$ cat config.mk
export PLATFORM = sky130hd
export DESIGN_NAME = beh_acceptor_flat
export DESIGN_NICKNAME = d
export VERILOG_FILES = /design/src/rtl/beh_pkg.sv /design/src/rtl/beh_if.sv /design/src/rtl/beh_acceptor.sv /design/src/flat_wrapper.sv
export SDC_FILE = /design/constraint.sdc
export NUM_CORES = 1
export LEC_CHECK = 0
export BUFFER_PORTS_ARGS = -buffer_cell sky130_fd_sc_hd__buf_2
export CAP_MARGIN = 20
export CORE_ASPECT_RATIO = 0.7
export CORE_MARGIN = 1.5
export CORE_UTILIZATION = 45
export DETAILED_ROUTE_END_ITERATION = 8
export GPL_TIMING_DRIVEN = 0
export PLACE_DENSITY = 0.73
export SKIP_LAST_GASP = 1
export SYNTH_ARGS = -nofsm -noshare
export SYNTH_HDL_FRONTEND = slang
export SYNTH_SLANG_ARGS = --single-unit
$ cat constraint.sdc
create_clock -name ref_clk_in -period 2 [get_ports ref_clk_in]
set_input_delay 0.1 -clock ref_clk_in [delete_from_list [all_inputs] [get_ports ref_clk_in]]
set_output_delay 0.1 -clock ref_clk_in [all_outputs]
set_load 0.02 [all_outputs]
$ cat src/rtl/beh_pkg.sv
// package: shared constants and types for the bill escrow handshake
package beh_pkg;

    // ----------------------------------------
    // interface modes
    // ----------------------------------------
    typedef enum logic [2:0]
    {
        BEH_MODE_PARALLEL = 3'h0,
        BEH_MODE_PULSE    = 3'h1,
        BEH_MODE_BINARY   = 3'h2,
        BEH_MODE_SERIAL   = 3'h3,
        BEH_MODE_MULTIDROP = 3'h4
    } beh_mode_t;

    // ----------------------------------------
    // widths and timing
    // ----------------------------------------
    localparam int          BEH_NUM_CHAN     = 8;
    localparam int          BEH_NUM_INH      = 4;
    localparam int          BEH_CHAN_W       = 3;
    localparam int          BEH_CLK_HZ       = 125000000;
    localparam int          BEH_TICK_CYCLES  = BEH_CLK_HZ / 1000;
    localparam int          BEH_PULSE_MS     = 100;
    localparam int          BEH_ESCROW_S     = 30;
    localparam int          BEH_OOS_S        = 45;
    localparam int          BEH_ESCROW_MS    = BEH_ESCROW_S * 1000;
    localparam int          BEH_OOS_MS       = BEH_OOS_S * 1000;
    localparam int          BEH_MS_W         = 16;
    localparam logic [16:0] BEH_TICK_LAST    = 17'(BEH_TICK_CYCLES - 1);

    // ----------------------------------------
    // acceptor states (gray along the usual path)
    // ----------------------------------------
    typedef enum logic [2:0]
    {
        BEH_DEV_IDLE    = 3'h0,
        BEH_DEV_PULSE1  = 3'h1,
        BEH_DEV_HOLD    = 3'h3,
        BEH_DEV_PULSE2  = 3'h2,
        BEH_DEV_RETURN  = 3'h6,
        BEH_DEV_OOS     = 3'h7
    } beh_dev_state_t;

    // host states
    typedef enum logic [2:0]
    {
        BEH_HST_IDLE    = 3'h0,
        BEH_HST_OFFER   = 3'h1,
        BEH_HST_WAIT    = 3'h3,
        BEH_HST_DONE    = 3'h2,
        BEH_HST_ABORT   = 3'h6
    } beh_hst_state_t;

    // true in the modes that use the escrow line
    function automatic logic beh_escrow_mode(input beh_mode_t m);
        return (m == BEH_MODE_PARALLEL) || (m == BEH_MODE_PULSE) || (m == BEH_MODE_BINARY);
    endfunction

    // abort pattern for a channel: own inhibit for 1..4, all four above
    function automatic logic beh_abort_hit(input logic [BEH_CHAN_W-1:0] ch,
                                           input logic [BEH_NUM_INH-1:0] inh);
        if (ch < 3'h4)
            return inh[ch[1:0]];
        else
            return &inh;
    endfunction

endpackage

$ cat src/rtl/beh_if.sv
// interface: discrete lines between bill acceptor and host
`timescale 1ns/1ns
interface beh_if;
    import beh_pkg::*;

    logic                    escrow;
    logic [BEH_NUM_CHAN-1:0] credit;
    logic [BEH_NUM_INH-1:0]  inhibit;

    modport acceptor
    (
        input  escrow,
        input  inhibit,
        output credit
    );

    modport host
    (
        output escrow,
        output inhibit,
        input  credit
    );
endinterface

$ cat src/rtl/beh_acceptor.sv
// module: acceptor end of the single-bill escrow handshake
// Behaviour
// [RL1] escrow handshake only in parallel, pulse, binary
// [RL2] host holds escrow low while idle
// [RL3] 100ms credit pulse on bill's channel
// [RL4] stack only after host confirms vend
// [RL5] return bill if no escrow within 30s
// [RL6] escrow high: stack, second 100ms pulse
// [RL7] host aborts if no final pulse 30s
// [RL8] host drops escrow after vend completes
// [RL9] channel inhibit high aborts, return at once
// [RL10] channels above 4: all inhibits abort
// [RL11] bill pulled out: refuse bills 45s
// [RL12] timers run from millisecond tick, reset cleared
`timescale 1ns/1ns
module beh_acceptor
#(
    // millisecond tick period in clock cycles; a shorter period scales every timer together
    parameter int TICK_CYCLES = beh_pkg::BEH_TICK_CYCLES
)
(
    // clock and reset
    input  wire logic                         ref_clk_in,
    input  wire logic                         sys_rst_in,
    // configuration
    input  wire beh_pkg::beh_mode_t           mode_in,
    // validator side
    input  wire logic                         bill_valid_in,
    input  wire logic [beh_pkg::BEH_CHAN_W-1:0] bill_chan_in,
    input  wire logic                         bill_removed_in,
    output logic                              bill_ready_out,
    output logic                              stack_out,
    output logic                              return_out,
    output logic                              out_of_service_out,
    // host lines
    beh_if.acceptor                           link
);
    import beh_pkg::*;

    // ----------------------------------------
    // pin synchronisers
    // ----------------------------------------
    logic                   esc_s1;
    logic                   esc_s2;
    logic [BEH_NUM_INH-1:0] inh_s1;
    logic [BEH_NUM_INH-1:0] inh_s2;

    // host lines come from another machine, so two flops each
    always_ff @(posedge ref_clk_in)
    begin
        if (sys_rst_in)
        begin
            esc_s1 <= 1'b0;
            esc_s2 <= 1'b0;
            inh_s1 <= 4'h0;
            inh_s2 <= 4'h0;
        end
        else
        begin
            esc_s1 <= link.escrow;
            esc_s2 <= esc_s1;
            inh_s1 <= link.inhibit;
            inh_s2 <= inh_s1;
        end
    end

    // ----------------------------------------
    // millisecond tick
    // ----------------------------------------
    localparam logic [16:0] TICK_LAST = 17'(TICK_CYCLES - 1);

    logic [16:0] tick_cnt;
    logic        ms_tick;

    always_ff @(posedge ref_clk_in)
    begin
        if (sys_rst_in)
        begin
            tick_cnt <= 17'h0;
            ms_tick  <= 1'b0;
        end
        else if (tick_cnt == TICK_LAST)
        begin
            tick_cnt <= 17'h0; // [RL12]
            ms_tick  <= 1'b1;
        end
        else
        begin
            tick_cnt <= tick_cnt + 17'h1;
            ms_tick  <= 1'b0;
        end
    end

    // ----------------------------------------
    // escrow state machine
    // ----------------------------------------
    beh_dev_state_t          state;
    logic [BEH_MS_W-1:0]     pulse_ms;
    logic [BEH_MS_W-1:0]     wait_ms;
    logic [BEH_CHAN_W-1:0]   chan;
    logic                    esc_on;
    logic                    abort;

    assign esc_on = beh_escrow_mode(mode_in); // [RL1]
    assign abort  = beh_abort_hit(chan, inh_s2); // [RL9] [RL10]

    // one process owns state, timers and the latched channel
    always_ff @(posedge ref_clk_in)
    begin
        if (sys_rst_in)
        begin
            state    <= BEH_DEV_IDLE;
            pulse_ms <= '0; // [RL12]
            wait_ms  <= '0;
            chan     <= '0;
        end
        else
        begin
            case (state)
                BEH_DEV_IDLE:
                begin
                    // escrow still high from a previous vend: wait for it to drop
                    if (esc_on && bill_valid_in && !esc_s2) // [RL2] [RL8]
                    begin
                        chan     <= bill_chan_in;
                        pulse_ms <= '0;
                        wait_ms  <= '0;
                        state    <= BEH_DEV_PULSE1;
                    end
                end
                BEH_DEV_PULSE1, BEH_DEV_HOLD:
                begin
                    if (ms_tick)
                    begin
                        wait_ms <= wait_ms + 16'h1;
                        if (pulse_ms != 16'(BEH_PULSE_MS))
                            pulse_ms <= pulse_ms + 16'h1;
                    end
                    if (bill_removed_in)
                    begin
                        wait_ms <= '0;
                        state   <= BEH_DEV_OOS; // [RL11]
                    end
                    else if (abort)
                        state <= BEH_DEV_RETURN; // [RL9] [RL10]
                    else if (wait_ms >= 16'(BEH_ESCROW_MS))
                        state <= BEH_DEV_RETURN; // [RL5]
                    else if (state == BEH_DEV_PULSE1 && pulse_ms == 16'(BEH_PULSE_MS))
                        state <= BEH_DEV_HOLD; // [RL3]
                    else if (state == BEH_DEV_HOLD && esc_s2)
                    begin
                        pulse_ms <= '0;
                        state    <= BEH_DEV_PULSE2; // [RL4] [RL6]
                    end
                end
                BEH_DEV_PULSE2:
                begin
                    if (ms_tick)
                        pulse_ms <= pulse_ms + 16'h1;
                    if (pulse_ms == 16'(BEH_PULSE_MS))
                        state <= BEH_DEV_IDLE; // [RL6]
                end
                BEH_DEV_RETURN:
                    state <= BEH_DEV_IDLE;
                BEH_DEV_OOS:
                begin
                    if (ms_tick)
                        wait_ms <= wait_ms + 16'h1;
                    if (wait_ms >= 16'(BEH_OOS_MS))
                        state <= BEH_DEV_IDLE; // [RL11]
                end
                default:
                    state <= BEH_DEV_IDLE;
            endcase
        end
    end

    // ----------------------------------------
    // outputs
    // ----------------------------------------
    logic [BEH_NUM_CHAN-1:0] next_credit;

    // credit is high only while a pulse window is open
    always_comb
    begin
        next_credit = '0;
        if (state == BEH_DEV_PULSE1 || state == BEH_DEV_PULSE2)
            next_credit[chan] = 1'b1; // [RL3] [RL6]
    end

    // registered outputs; stack strobes once on entry to the second pulse
    always_ff @(posedge ref_clk_in)
    begin
        if (sys_rst_in)
        begin
            link.credit        <= '0;
            stack_out          <= 1'b0;
            return_out         <= 1'b0;
            out_of_service_out <= 1'b0;
        end
        else
        begin
            link.credit        <= next_credit;
            stack_out          <= (state == BEH_DEV_HOLD) && esc_s2 && !abort
                                  && !bill_removed_in
                                  && (wait_ms < 16'(BEH_ESCROW_MS)); // [RL4]
            return_out         <= (state == BEH_DEV_RETURN);
            out_of_service_out <= (state == BEH_DEV_OOS); // [RL11]
        end
    end

    // handshake output: a new bill may be offered only when idle and not escrow-high
    assign bill_ready_out = (state == BEH_DEV_IDLE) && esc_on && !esc_s2;

endmodule

$ cat src/flat_wrapper.sv
// flat-port wrapper written by rule: the top's interface ports become plain ports
module beh_acceptor_flat import beh_pkg::*;
#(
                                                                                            
    parameter int TICK_CYCLES = beh_pkg::BEH_TICK_CYCLES
)
  (ref_clk_in, sys_rst_in, mode_in, bill_valid_in, bill_chan_in, bill_removed_in, bill_ready_out, stack_out, return_out, out_of_service_out, link_escrow, link_inhibit, link_credit);
  beh_if link_i ();
  input  wire logic ref_clk_in;
  input  wire logic sys_rst_in;
  input  wire beh_pkg::beh_mode_t mode_in;
  input  wire logic bill_valid_in;
  input  wire logic [beh_pkg::BEH_CHAN_W-1:0] bill_chan_in;
  input  wire logic bill_removed_in;
  output logic bill_ready_out;
  output logic stack_out;
  output logic return_out;
  output logic out_of_service_out;
  input wire logic [$bits(link_i.escrow)-1:0] link_escrow;
  input wire logic [$bits(link_i.inhibit)-1:0] link_inhibit;
  output wire logic [$bits(link_i.credit)-1:0] link_credit;
  assign link_i.escrow = link_escrow;
  assign link_i.inhibit = link_inhibit;
  assign link_credit = link_i.credit;
  beh_acceptor #(.TICK_CYCLES(TICK_CYCLES)) u_core (.ref_clk_in(ref_clk_in), .sys_rst_in(sys_rst_in), .mode_in(mode_in), .bill_valid_in(bill_valid_in), .bill_chan_in(bill_chan_in), .bill_removed_in(bill_removed_in), .bill_ready_out(bill_ready_out), .stack_out(stack_out), .return_out(return_out), .out_of_service_out(out_of_service_out), .link(link_i));
endmodule
Word-level counts from Yosys, hierarchy flattened:

Cells that the tools add are included.

* input bits: 15
* register bits after elaboration: 77
* output and inout bits: 12
* word-level logic and storage cells: 96

* add/sub/neg operators: 3
* eq/ne operators: 15
* $lt $le $gt $ge: 7
* bitwise logic cells: 1
* mux-type cells: 28
* reductions and logical operators: 28

Operator list (number)
* two-way mux 16 bit: 11
* case mux 16 bit (3 select lines): 2
* adder 16 x 1 -> 16 bit (second input constant): 2
* two-way mux 3 bit: 8
* adder 17 x 1 -> 17 bit (second input constant): 1
* equality test 17 bit (second input constant): 1
* equality test 16 x 7 -> 1 bit (second input constant): 1
* greater-or-equal comparator 16 x 15 -> 1 bit (second input constant): 1
* greater-or-equal comparator 16 bit (second input constant): 1
* less-than comparator 16 x 15 -> 1 bit (second input constant): 1
* != test 16 x 7 -> 1 bit (second input constant): 1
* case mux 3 bit (4 select lines): 1
* logical AND 1 bit: 10
* equality test 3 x 2 -> 1 bit (second input constant): 3
* != test 2 x 1 -> 1 bit (second input constant): 4
* AND reduction 4 bit: 2
* equality test 3 x 1 -> 1 bit (second input constant): 2
* equality test 3 bit (second input constant): 2
* logical NOT 3 bit: 2
* != test 6 x 2 -> 1 bit (second input constant): 1
* nonzero test 3 bit: 2
* OR reduction 2 bit: 3
* less-than comparator 3 x 4 -> 1 bit (second input constant): 1
* two-way mux 1 bit: 4
* 10 further kinds: 15

Longest topological paths before layout:

* depth in word-level cells: 9
* mapped depth: 9
* gate-level depth less buffers: 8

Least setup slack after synthesis:

OpenSTA, ideal clock, no wires.

* path kind: register to register
* from: register u_core.wait_ms[5]
* to: register u_core.pulse_ms[9]
* setup slack: -0.129 ns
* path buffers: 2
* cell stages (with the launch flop): 9
* arrival time: 1.997 ns
* library setup time: 0.133 ns
* cell sequence: dfxtp_1 -> a211o_1 -> a311o_1 -> a211o_1 -> or2_1 -> buf_6 -> a31oi_4 -> buf_6 -> a311oi_1

* word-level cells in the longest chain between the ends: 5

Ends and longest elaborated chain
* start: declaration: RTL line beh_acceptor.sv:99 `logic [BEH_MS_W-1:0] wait_ms;`
* start signal: assignment: RTL line beh_acceptor.sv:135 `wait_ms <= wait_ms + 16'h1;`
* start signal: assignment: RTL line beh_acceptor.sv:168 `wait_ms <= wait_ms + 16'h1;`
* greater-or-equal comparator 16 x 15 -> 1 bit: RTL line beh_acceptor.sv:146 `else if (wait_ms >= 16'(BEH_ESCROW_MS))`
* two-way mux 16 bit: RTL line beh_acceptor.sv:146
* two-way mux 16 bit: RTL line beh_acceptor.sv:144 `else if (abort)`
* two-way mux 16 bit: RTL line beh_acceptor.sv:139 `if (bill_removed_in)`
* case mux 16 bit (3 select lines): RTL line beh_acceptor.sv:119 `case (state)`
* end signal: assignment: RTL line beh_acceptor.sv:137 `pulse_ms <= pulse_ms + 16'h1;`
* end signal: assignment: RTL line beh_acceptor.sv:159 `pulse_ms <= pulse_ms + 16'h1;`
* end: declaration: RTL line beh_acceptor.sv:98 `logic [BEH_MS_W-1:0] pulse_ms;`

Every way passes these cells.
A chain may end at the register's enable or synchronous reset.

Final worst setup path:

* from: register u_core.wait_ms[4]
* to: register u_core.pulse_ms[5]

The elaborated chain is that of the path after synthesis.

==> results_dict.tcl <==
set metrics [dict create \
    grt.overflow.total 0 \
    synth_seq_area_share_pct 45.7 \
    timing.critical_path.cells "a211o_1 -> a311o_1 -> a211o_1 -> or2_1 -> buf_6 -> a31oi_4 -> buf_6 -> a311oi_1" \
    clk_pin_slew_worst_paths_ns 0.08 \
    synthFlopType "dfxtp_1" \
    violated_checks "setup timing" \
    place_ws_ns -0.443 \
    hold-path-cell-count 3 \
    finalClockSkew_ns 0.00708 \
    placement_rows 26 \
    synthXorXnorAreaFrac_pct 8.05 \
    synth_commonest_cells "dfxtp_1, nor2_1, xor2_1, nand2_1, and3_1" \
    max_cap_violations 0 \
    grt_use_total_pct 20.2 \
    path_delay_family "compound AO/OA/AOI/OAI gates" \
    synth_largest_type_area_fraction_pct 45.7 \
    clk_path_buf_depth 2 \
    unrepaired_setup_endpoints_after_global_routing "true" \
    final_standard_cell_count_with_taps_included_and_fillers_excluded 529 \
    area.growth.synth_to_final_pct 23.1 \
    worstMarginPinSlew_ns 0.615 \
    htree_levels 3 \
    p_leak_nw 1.57 \
    drt.antenna.violating_nets 0 \
    synth.lib_cells_used.distinct 53 \
    firstDrtPassIters 5 \
    antennaDiodeCount 0 \
    p_sw_share_pct 22.2 \
    timing.critical_path.fanout_max 5 \
    worst_ir_drop_vdd_v 0.000435 \
    crit_buf_inv 2 \
    syn_nets 397 \
    fillCellCount 643 \
    drt-initial-drc-count 174 \
    numClockSinks 77 \
    tritoncts "yes" \
    syn_avg_cell_area_um2 8.95 \
    critPathArrivalTime_ns 2.42 \
    highest_clock_frequency_the_design_can_meet_mhz 455 \
    final_layout_size_suffix_gt1_share_pct 19.0 \
    synth-adder-area-share_pct 1.85 \
    most_frequent_cell_after_synthesis "dfxtp_1" \
    wl_cell_um 14.3 \
    timing.final.max_slew_violations 0 \
    share_clk_of_total_power_pct 44.6 \
    synth_simple_gate_area_share_pct 25.1 \
    postSynthRegisterBits 77 \
    place_congestion 0.854 \
    io_pins 27 \
    core_mm2 0.00729 \
    critical_path.startpoint_type "flip-flop" \
    critical_path.endpoint_type "flip-flop" \
    power.share.sequential_pct 46.7 \
    root_buffer "clkbuf_8" \
    worst-r2r-cell-count 8 \
    worstSetupPathType "reg -> reg" \
    final-hold-violation-count 0 \
    largest_net_degree_at_the_start_of_global_routing 14 \
    number_of_enable_type_register_cells_in_the_synthesized_netlist 0 \
    hpwlAfterDp_mm 5.20 \
    cts_made_buffers 9 \
    setup_viol 16 \
    port-buffer-count 25 \
    per_cell_via_count_in_the_routed_design 5.59 \
    finalWorstPathRequiredPeriod_ns 2.20 \
    cp_slowest_cell "dfxtp_4" \
    worst-endpoint-required_ns 2.22 \
    final_nets 446 \
    slew-limit-headroom_pct 59.0 \
    setup_slack_ns -0.200 \
    synth_top_family_by_area "simple AND/OR/NAND/NOR gates" \
    effective_utilization_at_floorplan_pct 46.3 \
    ys_warn_count 0 \
    numPlacedInstances 500 \
    holdWs_ns 0.0201 \
    p_sw_mw 0.753 \
    postRouteWirelength_mm 7.55 \
    clk-insertion-delay-late_ns 0.35 \
    cpPeakStageDelay_ns 0.36 \
    status "complete, but fails checks" \
    layout.area.seq_mm2 0.00155 \
    detailroute.via_count 2958 \
    power_density_mw_per_mm2 817 \
    finalCritPeriodShare_pct 110 \
    netlist_instances 377 \
    internal_power_mw 2.64 \
    timing.critical_path.depth 8 \
    power.share.combinational_pct 8.7 \
    antenna_found_initial 0 \
    yosys-mux-area-fraction_pct 1.48 \
    floorplan.die.width_um 107 \
    async_reset_ff_share_pct 0 \
    grt_first_pass_wirelength_mm 12.6 \
    hp-class "in -> reg" \
    dieArea_mm2 0.00804 \
    yosysTopAreaCell "dfxtp_1" \
    synth.cell_area_mm2 0.00337 \
    multiInputGateArea_mm2 0.00183 \
    die-height_um 75.5 \
    synth.top_cells.by_area "dfxtp_1, xor2_1, nor2_1" \
    synth-compound-area-share_pct 14.4 \
    drc 0 \
    number_of_global_route_vias_before_repair 2658 \
    total_power_mw 3.39 \
]
## cell families (layout without fill, tap and decap cells)
logic type / after synthesis / in the layout
simple gates: 167 / 167
flops: 77 / 77
compound gates: 66 / 66
xor+xnor: 31 / 31
buf+inv: 26 / 80
fa+ha+maj: 5 / 5
mux: 5 / 5
## layer usage
| metal | vias up | GRT usage [%] | wire length, um |
|---|---|---|---|
| li1 | 1461 | - | - |
| met1 | 1388 | 28.9 | 3830 |
| met2 | 96 | 29.0 | 3190 |
| met3 | 13 | 5.82 | 429 |
| met4 | 0 | 7.56 | 101 |
| met5 | - | 0 | 0 |
## layout by cell type (no fill, tap or decap), types with 5 or more instances in the layout
master,n
dfxtp_1,74
nor2_1,50
buf_2,25
xor2_1,23
nand2_1,21
and3_1,20
a21oi_1,17
nand3_1,15
nand4_1,12
nor3_1,11
inv_1,10
nor2b_1,10
buf_4,9
a311oi_1,9
clkbuf_8,9
xnor2_1,8
dlygate4sd3_1,7
clkbuf_1,5
mux2i_1,5
buf_6,5
## tightest hold or removal path, stage by stage
cell     delay (ns)
buf_2          0.08
mux2i_1        0.06
nor2_1         0.09
## through the flow
step	utilization [%]	instance area [um2]	TNS (ns)
3_5_place_dp	49.8	3630	-11.88
3_3_place_gp	49.8	3630	-9.97
6_report	57.0	4150	-2.72
2_1_floorplan	-	3380	-0.952
5_1_grt	57.0	4150	-4.28
4_1_cts	55.9	4080	-2.37
## final cells by class
class	instances	share of cell area, %
sequential	77	37.3
tap	98	2.95
timing repair buffer	42	6.69
clock buffer	10	3.07
buffer	11	1.78
inverter	11	0.994
clock inverter	6	3.22
multi-input combinational	274	44.0
## power groups by stage
stage | registers [mW] | clock network [mW] | logic [mW]
final | 1.58 | 1.51 | 0.296
after floorplan | 1.61 | 0 | 0.172
after global placement | 1.61 | 0 | 0.237
after global routing | 1.59 | 1.61 | 0.321
after CTS | 1.57 | 1.55 | 0.286
after detailed placement | 1.61 | 0 | 0.241
## worst paths after layout
path | from | end | slack (ns)
worst max register to register | u_core.wait_ms[4] | u_core.pulse_ms[5] | -0.20
worst min register to register | u_core.inh_s1[1] | u_core.inh_s2[1] | 0.44
worst min-delay path | bill_chan_in[0] | u_core.chan[0] | 0.02
worst max-delay path | u_core.wait_ms[4] | u_core.pulse_ms[5] | -0.20
## sequential cells by signal, summed over array words and instances (netlist names)
| name | count |
|---|---|
| u_core.esc_s2 | 1 |
| u_core.ms_tick | 1 |
| u_core.return_out | 1 |
| u_core.inh_s1 | 4 |
| u_core.chan | 3 |
| u_core.inh_s2 | 4 |
| u_core.stack_out | 1 |
| u_core.pulse_ms | 16 |
| u_core.state | 3 |
| u_core.link.credit | 8 |
| u_core.wait_ms | 16 |
| u_core.esc_s1 | 1 |
| u_core.out_of_service_out | 1 |
| u_core.tick_cnt | 17 |
## what timing repair did
| item | 4_1_cts | 5_1_grt |
|---|---|---|
| gates cloned | 1 | 0 |
| pin swaps | 4 | 4 |
| hold buffers | 7 | 0 |
| gates resized for setup | 22 | 17 |
| setup endpoints to repair | 43 | 46 |
| endpoints found under the hold margin | 7 | 0 |
| buffers inserted | 6 | 4 |
Power figures use the tool's default switching activity.
